==> config.mk <==
export PLATFORM = sky130hd
export DESIGN_NAME = card_tune_host
export DESIGN_NICKNAME = d
export VERILOG_FILES = /design/src/core/card_tune_pkg.sv /design/src/core/card_rx_mem.sv /design/src/core/card_tune_host.sv
export SDC_FILE = /design/constraint.sdc
export NUM_CORES = 1
export LEC_CHECK = 0
export BUFFER_PORTS_ARGS = -buffer_cell sky130_fd_sc_hd__buf_4
export CAP_MARGIN = 25
export CORE_MARGIN = 2
export CORE_UTILIZATION = 45
export DETAILED_ROUTE_END_ITERATION = 6
export PLACE_DENSITY = 0.6
export SYNTH_ARGS = -nofsm -noshare
export SYNTH_HDL_FRONTEND = slang
export SYNTH_HIERARCHICAL = 1
export SYNTH_SLANG_ARGS = --single-unit
==> constraint.sdc <==
create_clock -name pclk -period 6.8 [get_ports pclk]
set_input_delay 1.02 -clock pclk [delete_from_list [all_inputs] [get_ports pclk]]
set_output_delay 1.02 -clock pclk [all_outputs]
set_load 0.01 [all_outputs]
==> src/core/card_tune_pkg.sv <==
// shared offsets, fields, reset values and timing for the card host tuning block
package card_tune_pkg;
  // apb register byte offsets
  localparam logic [7:0] CTRL_OFF   = 8'h00;
  localparam logic [7:0] STATUS_OFF = 8'h04;
  localparam logic [7:0] DELAY_OFF  = 8'h08;
  localparam logic [7:0] XFER_OFF   = 8'h0C;
  localparam logic [7:0] DATA_OFF   = 8'h10;
  localparam logic [7:0] COUNT_OFF  = 8'h14;
  // control fields
  localparam int CTRL_FLOW_BIT  = 0;
  localparam int CTRL_RXSEL_BIT = 1;
  localparam int CTRL_DLYEN_BIT = 2;
  localparam int CTRL_TUNE_BIT  = 3;
  localparam int CTRL_START_BIT = 4;
  localparam int CTRL_DIR_BIT   = 5;
  localparam int CTRL_LANE_LSB  = 8;
  // status fields
  localparam int ST_BUSY_BIT  = 0;
  localparam int ST_END_BIT   = 1;
  localparam int ST_CRC_BIT   = 2;
  localparam int ST_TOUT_BIT  = 3;
  localparam int ST_CAL_BIT   = 4;
  localparam int ST_PAUSE_BIT = 5;
  localparam int ST_TFAIL_BIT = 6;
  // reset values
  localparam logic [31:0] CTRL_RST  = 32'h0000_0000;
  localparam logic [3:0]  PHASE_RST = 4'h0;
  // tuning block and phase range
  localparam int TUNE_BYTES = 64;
  localparam logic [3:0] PHASE_LAST = 4'hC;
  // data timeout
  localparam int TOUT_US = 100;
  localparam int CLK_MHZ = 40;
  localparam int TOUT_CYC = TOUT_US * CLK_MHZ;
  // delay-line calibration time in card clock edges
  localparam int CAL_EDGES = 4;
endpackage : card_tune_pkg

==> src/core/card_rx_mem.sv <==
// small word memory between the card data path and the apb side
`timescale 1ns/1ps
`default_nettype none
module card_rx_mem #(
  parameter int WIDTH = 32,
  parameter int DEPTH = 16
) (
  input  wire logic                     pclk,
  input  wire logic                     wr_en,
  input  wire logic [$clog2(DEPTH)-1:0] wr_addr,
  input  wire logic [WIDTH-1:0]         wr_data,
  input  wire logic [$clog2(DEPTH)-1:0] rd_addr,
  output logic      [WIDTH-1:0]         rd_data_r
);
  logic [WIDTH-1:0] mem [DEPTH];
  // registered read keeps the output off the array decode
  always_ff @(posedge pclk) begin
    if (wr_en) begin
      mem[wr_addr] <= wr_data;
    end
    rd_data_r <= mem[rd_addr];
  end
endmodule : card_rx_mem
`default_nettype wire

==> src/core/card_tune_host.sv <==
// card host data path with flow control, delay-line tuning and end trigger
//
// The register offsets and register access over APB were chosen for this implementation.
`timescale 1ns/1ps
`default_nettype none
// How it works
// with flow control on, stall the card clock instead of over or underrun; code stalls only on a full receive fifo, having no transmit path
// without flow control, bus clock must exceed 3*width/32 times card clock
// with flow control and slow bus clock, transfers finish error-free, slower
// software keeps flow control off while feedback clock samples data
// a delay line shifts the phase of the receive sampling clock
// select feedback clock as receive source, then enable delay line
// tuning sweep starts at phase zero with feedback clock selected
// calibrate line to one clock period before applying the phase
// tuning receives a 64-byte block and checks its crc
// clean tuning block keeps current phase and delay line on; a later start taken in IDLE clears cal_r, so a plain transfer gets delay_phase_sel 0
// on crc error try next phase; after 0..12 fail, restore input
// a successful end-of-data pulse is offered as a dma trigger
// all configuration registers are plain apb writes, usable by dma
// partition access chosen by card switch commands, software side
// wait ready, erase, write boot code, wait ready, software side
// boot acknowledge enabled by switch command, software side
// boot partition chosen by switch command, software side
// boot bus width set by switch command, software side
// boot speed set by switch command, software side
// bus configuration retention set by switch command, software side
// during tuning a data timeout counts as a failed attempt
module card_tune_host #(
  parameter int TOUT_CYCLES = card_tune_pkg::TOUT_CYC,
  parameter int MEM_DEPTH   = 16
) (
  input  wire logic        pclk,
  input  wire logic        presetn,
  input  wire logic        psel,
  input  wire logic        penable,
  input  wire logic        pwrite,
  input  wire logic [7:0]  paddr,
  input  wire logic [31:0] pwdata,
  output logic      [31:0] prdata,
  output logic             pready,
  output logic             pslverr,
  input  wire logic        card_clock_return_input,
  input  wire logic        delay_feedback_clock,
  input  wire logic        card_data_lines,
  input  wire logic        rx_crc_ok,
  output logic             card_bus_clock_run,
  output logic             data_end_trigger,
  output logic      [3:0]  delay_phase_sel,
  output logic             delay_line_en
);
  localparam int AW = $clog2(MEM_DEPTH);
  typedef enum logic [2:0] {IDLE, CAL, RECV, CHECK, DONE} state_type;
  state_type st_r;
  logic [31:0] ctrl_r;
  logic [15:0] xfer_len_r;
  logic [3:0]  phase_r;
  logic        dly_en_r, rxsel_r;
  logic        end_r, crc_r, tout_r, cal_r, tfail_r;
  logic [2:0]  sync_r;
  logic [31:0] shift_r;
  logic [4:0]  bit_r;
  logic [15:0] bytes_r;
  logic [AW:0]   wr_ptr_r, rd_ptr_r;
  logic [15:0] cnt_r;
  logic [31:0] tmo_r;
  logic [2:0]  cal_cnt_r;
  logic        trig_r;
  logic [31:0] mem_q;
  logic        edge_rise, fifo_full, fifo_empty, wr_word, rd_word;
  logic        wr_acc, rd_acc, tuning;
  logic        start_w;
  // selected receive clock, before the three-stage sampling
  logic rx_clk_sel;
  assign rx_clk_sel = rxsel_r ? delay_feedback_clock : card_clock_return_input;

  function automatic logic hit(input logic [7:0] a, input logic [7:0] o);
    hit = (a == o);
  endfunction : hit

  ////////////////////////////////////////////////////////////////////////
  // apb slave: zero-wait answer, unmapped addresses give pslverr
  assign pready = 1'b1;
  assign wr_acc = psel && penable && pwrite;
  assign rd_acc = psel && penable && !pwrite;
  assign tuning = ctrl_r[card_tune_pkg::CTRL_TUNE_BIT];
  assign start_w = wr_acc && hit(paddr, card_tune_pkg::CTRL_OFF)
                   && pwdata[card_tune_pkg::CTRL_START_BIT];
  always_comb begin
    pslverr = 1'b0;
    prdata  = 32'h0000_0000;
    if (hit(paddr, card_tune_pkg::CTRL_OFF)) begin
      prdata = ctrl_r;
    end else if (hit(paddr, card_tune_pkg::STATUS_OFF)) begin
      prdata = {25'h0, tfail_r, fifo_full, cal_r, tout_r, crc_r, end_r,
                (st_r != IDLE)};
    end else if (hit(paddr, card_tune_pkg::DELAY_OFF)) begin
      prdata = {26'h0, rxsel_r, dly_en_r, phase_r};
    end else if (hit(paddr, card_tune_pkg::XFER_OFF)) begin
      prdata = {16'h0, xfer_len_r};
    end else if (hit(paddr, card_tune_pkg::DATA_OFF)) begin
      prdata = mem_q;
    end else if (hit(paddr, card_tune_pkg::COUNT_OFF)) begin
      prdata = {16'h0, bytes_r};
    end else begin
      pslverr = psel && penable;
    end
  end
  assign rd_word = rd_acc && hit(paddr, card_tune_pkg::DATA_OFF)
                   && !fifo_empty;

  // configuration writes, plain single-word so a dma list can program them
  always_ff @(posedge pclk or negedge presetn) begin
    if (!presetn) begin
      ctrl_r     <= card_tune_pkg::CTRL_RST;
      xfer_len_r <= 16'h0000;
    end else if (wr_acc) begin
      if (hit(paddr, card_tune_pkg::CTRL_OFF)) begin
        ctrl_r <= pwdata & ~(32'h1 << card_tune_pkg::CTRL_START_BIT);
      end else if (hit(paddr, card_tune_pkg::XFER_OFF)) begin
        xfer_len_r <= pwdata[15:0];
      end
    end
  end

  ////////////////////////////////////////////////////////////////////////
  // delay line control: phase, enable and receive source
  always_ff @(posedge pclk or negedge presetn) begin
    if (!presetn) begin
      phase_r  <= card_tune_pkg::PHASE_RST;
      dly_en_r <= 1'b0;
      rxsel_r  <= 1'b0;
    end else if (wr_acc && hit(paddr, card_tune_pkg::DELAY_OFF)) begin
      phase_r  <= pwdata[3:0];
      rxsel_r  <= pwdata[5];
      dly_en_r <= pwdata[4] && pwdata[5];
    end else if (start_w && pwdata[card_tune_pkg::CTRL_TUNE_BIT]) begin
      phase_r  <= 4'h0;
      rxsel_r  <= 1'b1;
      dly_en_r <= 1'b1;
    end else if (st_r == CHECK && tuning) begin
      if (crc_r || tout_r) begin
        if (phase_r == card_tune_pkg::PHASE_LAST) begin
          dly_en_r <= 1'b0;
          rxsel_r  <= 1'b0;
        end else begin
          phase_r <= phase_r + 4'h1;
        end
      end
    end
  end
  // phase only reaches the line once calibration is done
  assign delay_phase_sel = cal_r ? phase_r : 4'h0;
  assign delay_line_en   = dly_en_r;

  ////////////////////////////////////////////////////////////////////////
  // three-flop sampling of the chosen receive clock, edge from stages 2/3
  always_ff @(posedge pclk or negedge presetn) begin
    if (!presetn) begin
      sync_r <= 3'b000;
    end else begin
      sync_r <= {sync_r[1:0], rx_clk_sel};
    end
  end
  assign edge_rise = sync_r[1] && !sync_r[2];
  // extra wrap bit lets all MEM_DEPTH words be used before full
  assign fifo_full  = (wr_ptr_r[AW] != rd_ptr_r[AW])
                      && (wr_ptr_r[AW-1:0] == rd_ptr_r[AW-1:0]);
  assign fifo_empty = wr_ptr_r == rd_ptr_r;
  // card clock stops rather than overrun; costs throughput only
  assign card_bus_clock_run = !(ctrl_r[card_tune_pkg::CTRL_FLOW_BIT]
                                && fifo_full);

  ////////////////////////////////////////////////////////////////////////
  // transfer sequencer: calibrate, receive, check, end
  always_ff @(posedge pclk or negedge presetn) begin
    if (!presetn) begin
      st_r      <= IDLE;
      cal_cnt_r <= 3'h0;
      cal_r     <= 1'b0;
      cnt_r     <= 16'h0000;
      tmo_r     <= 32'h0;
      bit_r     <= 5'h0;
      shift_r   <= 32'h0;
      bytes_r   <= 16'h0000;
    end else begin
      case (st_r)
        IDLE: begin
          if (start_w) begin
            cnt_r   <= pwdata[card_tune_pkg::CTRL_TUNE_BIT]
                       ? 16'(card_tune_pkg::TUNE_BYTES) : xfer_len_r;
            bytes_r <= 16'h0000;
            tmo_r   <= 32'h0;
            bit_r   <= 5'h0;
            cal_cnt_r <= 3'h0;
            cal_r   <= 1'b0;
            st_r    <= pwdata[card_tune_pkg::CTRL_TUNE_BIT] ? CAL : RECV;
          end
        end
        CAL: begin
          if (edge_rise) begin
            cal_cnt_r <= cal_cnt_r + 3'h1;
          end
          if (cal_cnt_r == 3'(card_tune_pkg::CAL_EDGES)) begin
            cal_r <= 1'b1;
            st_r  <= RECV;
          end
        end
        RECV: begin
          // a clock held by flow control is not a silent card
          if (card_bus_clock_run) begin
            tmo_r <= tmo_r + 32'h1;
          end
          if (edge_rise && card_bus_clock_run) begin
            shift_r <= {shift_r[30:0], card_data_lines};
            bit_r   <= bit_r + 5'h1;
            tmo_r   <= 32'h0;
            if (bit_r[2:0] == 3'h7) begin
              bytes_r <= bytes_r + 16'h1;
              if (bytes_r + 16'h1 >= cnt_r) begin
                st_r <= CHECK;
              end
            end
          end else if (tmo_r >= 32'(TOUT_CYCLES - 1)) begin
            st_r <= CHECK;
          end
        end
        CHECK: begin
          tmo_r <= 32'h0;
          // only a retry recalibrates; a kept phase stays applied until the next start clears cal_r
          if (tuning && (crc_r || tout_r)
              && phase_r != card_tune_pkg::PHASE_LAST) begin
            st_r      <= CAL;
            cal_r     <= 1'b0;
            cal_cnt_r <= 3'h0;
            bytes_r   <= 16'h0000;
            bit_r     <= 5'h0;
          end else begin
            st_r <= DONE;
          end
        end
        default: begin
          st_r <= IDLE;
        end
      endcase
    end
  end
  assign wr_word = st_r == RECV && edge_rise && card_bus_clock_run
                   && bit_r == 5'h1F && !tuning;

  // fifo pointers into the receive memory
  always_ff @(posedge pclk or negedge presetn) begin
    if (!presetn) begin
      wr_ptr_r <= '0;
      rd_ptr_r <= '0;
    end else begin
      if (wr_word && !fifo_full) begin
        wr_ptr_r <= wr_ptr_r + (AW+1)'(1);
      end
      if (rd_word) begin
        rd_ptr_r <= rd_ptr_r + (AW+1)'(1);
      end
    end
  end
  card_rx_mem #(.WIDTH(32), .DEPTH(MEM_DEPTH)) u_mem (
    .pclk     (pclk),
    .wr_en    (wr_word && !fifo_full),
    .wr_addr  (wr_ptr_r[AW-1:0]),
    .wr_data  ({shift_r[30:0], card_data_lines}),
    .rd_addr  (rd_word ? rd_ptr_r[AW-1:0] + AW'(1) : rd_ptr_r[AW-1:0]),
    .rd_data_r(mem_q)
  );

  ////////////////////////////////////////////////////////////////////////
  // status flags: set wins over the start that clears them
  always_ff @(posedge pclk or negedge presetn) begin
    if (!presetn) begin
      end_r   <= 1'b0;
      crc_r   <= 1'b0;
      tout_r  <= 1'b0;
      tfail_r <= 1'b0;
      trig_r  <= 1'b0;
    end else begin
      trig_r <= 1'b0;
      if (start_w || (st_r == CHECK && tuning)) begin
        crc_r  <= 1'b0;
        tout_r <= 1'b0;
        end_r  <= 1'b0;
      end
      if (start_w) begin
        tfail_r <= 1'b0;
      end
      if (st_r == RECV && tmo_r >= 32'(TOUT_CYCLES - 1) && !edge_rise) begin
        tout_r <= 1'b1;
      end
      if (st_r == RECV && edge_rise && bit_r[2:0] == 3'h7
          && bytes_r + 16'h1 >= cnt_r) begin
        crc_r <= !rx_crc_ok;
        if (rx_crc_ok) begin
          end_r  <= 1'b1;
          trig_r <= 1'b1;
        end
      end
      if (st_r == CHECK && tuning && (crc_r || tout_r)
          && phase_r == card_tune_pkg::PHASE_LAST) begin
        tfail_r <= 1'b1;
      end
    end
  end
  assign data_end_trigger = trig_r;

  // trigger fires only with the end flag, one cycle after the last byte
  property p_trig_end;
    @(posedge pclk) disable iff (!presetn)
      data_end_trigger |-> end_r && st_r == CHECK;
  endproperty
  a_trig_end: assert property (p_trig_end)
    else $error("end trigger without end flag");
  property p_flow_stall;
    @(posedge pclk) disable iff (!presetn)
      ctrl_r[0] && fifo_full |-> !card_bus_clock_run;
  endproperty
  a_flow_stall: assert property (p_flow_stall)
    else $error("card clock runs into full fifo");
  property p_phase_cal;
    @(posedge pclk) disable iff (!presetn)
      !cal_r |-> delay_phase_sel == 4'h0;
  endproperty
  a_phase_cal: assert property (p_phase_cal)
    else $error("phase applied before calibration");
  property p_restore;
    @(posedge pclk) disable iff (!presetn)
      st_r == CHECK && tuning && (crc_r || tout_r) && phase_r == 4'hC
      |=> !delay_line_en && !rxsel_r;
  endproperty
  a_restore: assert property (p_restore)
    else $error("line not restored after last phase");
  property p_next_phase;
    @(posedge pclk) disable iff (!presetn)
      st_r == CHECK && tuning && crc_r && phase_r < 4'hC
      |=> phase_r == $past(phase_r) + 4'h1;
  endproperty
  a_next_phase: assert property (p_next_phase)
    else $error("phase did not advance");
  property p_keep;
    @(posedge pclk) disable iff (!presetn)
      st_r == CHECK && tuning && !crc_r && !tout_r
      |=> $stable(phase_r) && delay_line_en;
  endproperty
  a_keep: assert property (p_keep)
    else $error("good phase not kept");
  property p_start_zero;
    @(posedge pclk) disable iff (!presetn)
      start_w && pwdata[3] |=> phase_r == 4'h0 && rxsel_r;
  endproperty
  a_start_zero: assert property (p_start_zero)
    else $error("sweep not started at phase zero");
  property p_tout;
    @(posedge pclk) disable iff (!presetn)
      st_r == RECV ##1 st_r == CHECK && !end_r |-> tout_r || crc_r;
  endproperty
  a_tout: assert property (p_tout)
    else $error("attempt ended without failure flag");
endmodule : card_tune_host
`default_nettype wire

==> reports/qor.csv <==
stage;metric;value;unit
status;status;finished, final reports clean;
yosys;synthTopCellsByArea;edfxtp_1, dfrtp_1, mux4_2;
floorplan;die_h;259;microns
drt;vias;16600;
cells_and_area;layout_commonest_cell;edfxtp_1;
floorplan;die_w;259;microns
sta;finClkSkew;0.0256;ns
cells_and_area;nets;2017;
sta;slew_violations;0;
floorplan;start_util;45.5;%
yosys;ys_ff_latch;722;
clocking;cts-resized-gates;0;
placement;dp_hpwl;36.9;mm
global_route;antenna_found_initial;0;
sta;fin_crit_sh;62.6;%
sta;setup_tns;0;ns
worst_setup_path;worst_path_most_repeated_cell;buf_4;
worst_setup_path;cp-start-kind;input pin;
clocking;tritoncts;built;
cells_and_area;final_cell_mix;edfxtp_1, nand2_1, dfrtp_1, mux4_2, buf_4;
clocking;clkTransAtPathRegs;0.06;ns
cells_and_area;num-fill-cells;5303;
yosys;syn-instance-count;1831;
global_route;grt_pass1_vias;16700;
worst_setup_path;cp_slowest_stage_delay;0.69;ns
floorplan;coreArea;64500;sq um
clocking;cts_sinks;722;
sta;hold_violations;0;
worst_setup_path;path_class;in -> out;
worst_setup_path;crit_fanout;14;
yosys;synth_warnings;6;
yosys;synth_area_leader_cell;edfxtp_1;
worst_setup_path;critPathCaptureType;output port;
yosys;synthArstFlopShare;24.7;%
cells_and_area;final_area;33800;sq um
placement;dpl-instance-area;31100;sq um
global_route;grt_use_met3;4.16;%
clocking;cts_hold_buf;0;
run;maxCapViolations;0;
clocking;clock_latency;0.63;ns
cells_and_area;syn2layout_area_growth;15.1;%
power_and_ir_drop;power_density;283;nW/um^2
worst_setup_path;required;5.78;ns
drt;drc;0;
drt;routedWlPerCell;24.1;microns
clocking;cts_buffers;78;
placement;numPortBuffers;88;
drt;dr.pass1.iters;5;
cells_and_area;multi_input_area;8500;sq um
global_route;grt_use_met1;28.9;%
drt;viasPerCell;5.80;
yosys;synth_top_cell_area_share;52.4;%
sta;worst_pin_slew;1.03;ns
cells_and_area;register_area;20500;sq um
sta;rsz0062_at_grt;no;
global_route;grt_usage;20.8;%
sta;setup_viol;0;
yosys;synth_nets;1907;
sta;slew_headroom;30.4;%
global_route;grt_max_degree;151;
sta;maxClockFrequency;0.235;GHz
global_route;grt_remaining_overflow;0;
power_and_ir_drop;peakVddDrop;0.000195;V
yosys;ys_seq_area_share;69.7;%
clocking;cts_max_level;3;
worst_setup_path;cp.arrival;3.24;ns
worst_hold_path;worstHoldPathType;in -> async;
sta;period_needed;4.26;ns
floorplan;die-area;67300;sq um
yosys;ys.flop_type;edfxtp_1;
yosys;syn-cell-area;29400;sq um
drt;drt-total-wl;68.9;mm
floorplan;rows;93;
yosys;synth-edff-count;512;
worst_setup_path;slowest_stage;and3_1;
yosys;synth_area_per_cell;16.0;sq um
clocking;post_cts_buffers;0;
worst_setup_path;cp_cell_sequence;buf_4 -> or4_4 -> nor2_1 -> and3_1 -> a221oi_1 -> o21ai_0 -> buf_4;
global_route;grt_most_used_layer;met2;
drt;ant_nets;0;
global_route;grtUsageMet2;33.7;%
global_route;grt_pass1_wl;104;mm
power_and_ir_drop;leakagePower;11.8;nW
yosys;synth.distinct_cells;72;
worst_setup_path;r2r_cells;10;
placement;place_congestion;0.856;
clocking;root_buffer;clkbuf_16;
clocking;cts_max_path_buffers;3;
cells_and_area;drive_above_1_share;23.4;%
power_and_ir_drop;power;9.57;mW
floorplan;ios;90;
drt;first_iter_violations;1503;
worst_setup_path;r2r_slack;2.75;ns
[area by class of cell]
type	count	share of cell area, %
timing repair buffer	124	2.98
clock buffer	111	6.63
clock inverter	32	1.14
multi-input combinational	984	25.2
tap	855	3.17
antenna	1	0.00740
inverter	31	0.344
sequential	722	60.6
[kinds of logic (layout without fill, tap and decap cells)]
| kind of cell | after synthesis | count (layout) | synth area share (%) |
|---|---|---|---|
| buf+inv | 125 | 298 | 2.00 |
| fa+ha+maj | 27 | 27 | 1.15 |
| flops | 722 | 722 | 69.7 |
| xor+xnor | 33 | 33 | 0.984 |
| simple gates | 465 | 465 | 7.58 |
| mux | 190 | 190 | 12.3 |
| compound gates | 268 | 268 | 6.30 |
| other cells | 1 | 2 | 0.0128 |
[per-layer routing]
metal / up-vias / part of all wire (%)
li1: 7316 / -
met1: 8638 / 44
met2: 507 / 48
met3: 117 / 6.4
met4: 0 / 2.1
met5: - / 0
[per-stage QoR]
stage	hold slack [ns]	util [%]	std cells	setup WS [ns]
global placement	0.350	48.3	2712	2.06
CTS	0.266	52.3	2855	2.45
finish	0.296	52.4	2860	2.54
floorplan	0.331	-	1831	1.97
global route	0.281	52.4	2859	2.36
detailed placement	0.339	48.3	2712	1.95
[sequential cells by signal, indices dropped and copies added (netlist names), 3 cells and up]
signal,cells
bit_r,5
bytes_r,16
cal_cnt_r,3
cnt_r,16
ctrl_r,31
phase_r,4
rd_ptr_r,5
shift_r,31
st_r,3
sync_r,3
tmo_r,32
u_mem/mem,512
u_mem/rd_data_r,32
wr_ptr_r,5
xfer_len_r,16
[Yosys cell counts (all sizes together) (6+ instances only)]
master,n
edfxtp,512
nand2,259
dfrtp,178
mux4,128
o21ai,73
a22oi,70
mux2,53
nor2,51
buf,49
clkbuf,45
nand3,36
a22o,33
dfxtp,32
a21oi,31
inv,30
ha,27
nor3,23
xnor2,20
and3,19
nand4,17
and2,13
xor2,13
nor4,12
o31ai,12
a222oi,10
a31oi,10
mux2i,9
nor2b,7
a21o,6
[final timing paths]
| kind | startpoint | to |
|---|---|---|
| hold reg to reg | sync_r[0] | sync_r[1] |
| setup / recovery | paddr[1] | prdata[2] |
| setup reg to reg | wr_ptr_r[0] | u_mem/rd_data_r[2] |
| min in group pclk | sync_r[0] | sync_r[1] |
| max in group asynchronous | presetn | shift_r[15] |
| hold / removal | presetn | ctrl_r[24] |
[power by group]
part           switching (mW)  internal (mW)  leakage, nW  total, mW
clock network            1.73           2.54         1.29       4.28
logic                   0.255          0.133         3.46      0.388
registers               0.118           4.79         7.10       4.91
total                    2.11           7.47         11.8       9.57
[critical path: cells and delay by family]
| kind | cells | cell delay [ns] |
|---|---|---|
| AND/OR/NAND/NOR | 3 | 1.44 |
| AO/OA/AOI/OAI | 2 | 0.45 |
| buffers and inverters | 2 | 0.31 |
Note: power is estimated with default switching activity, not from simulation.
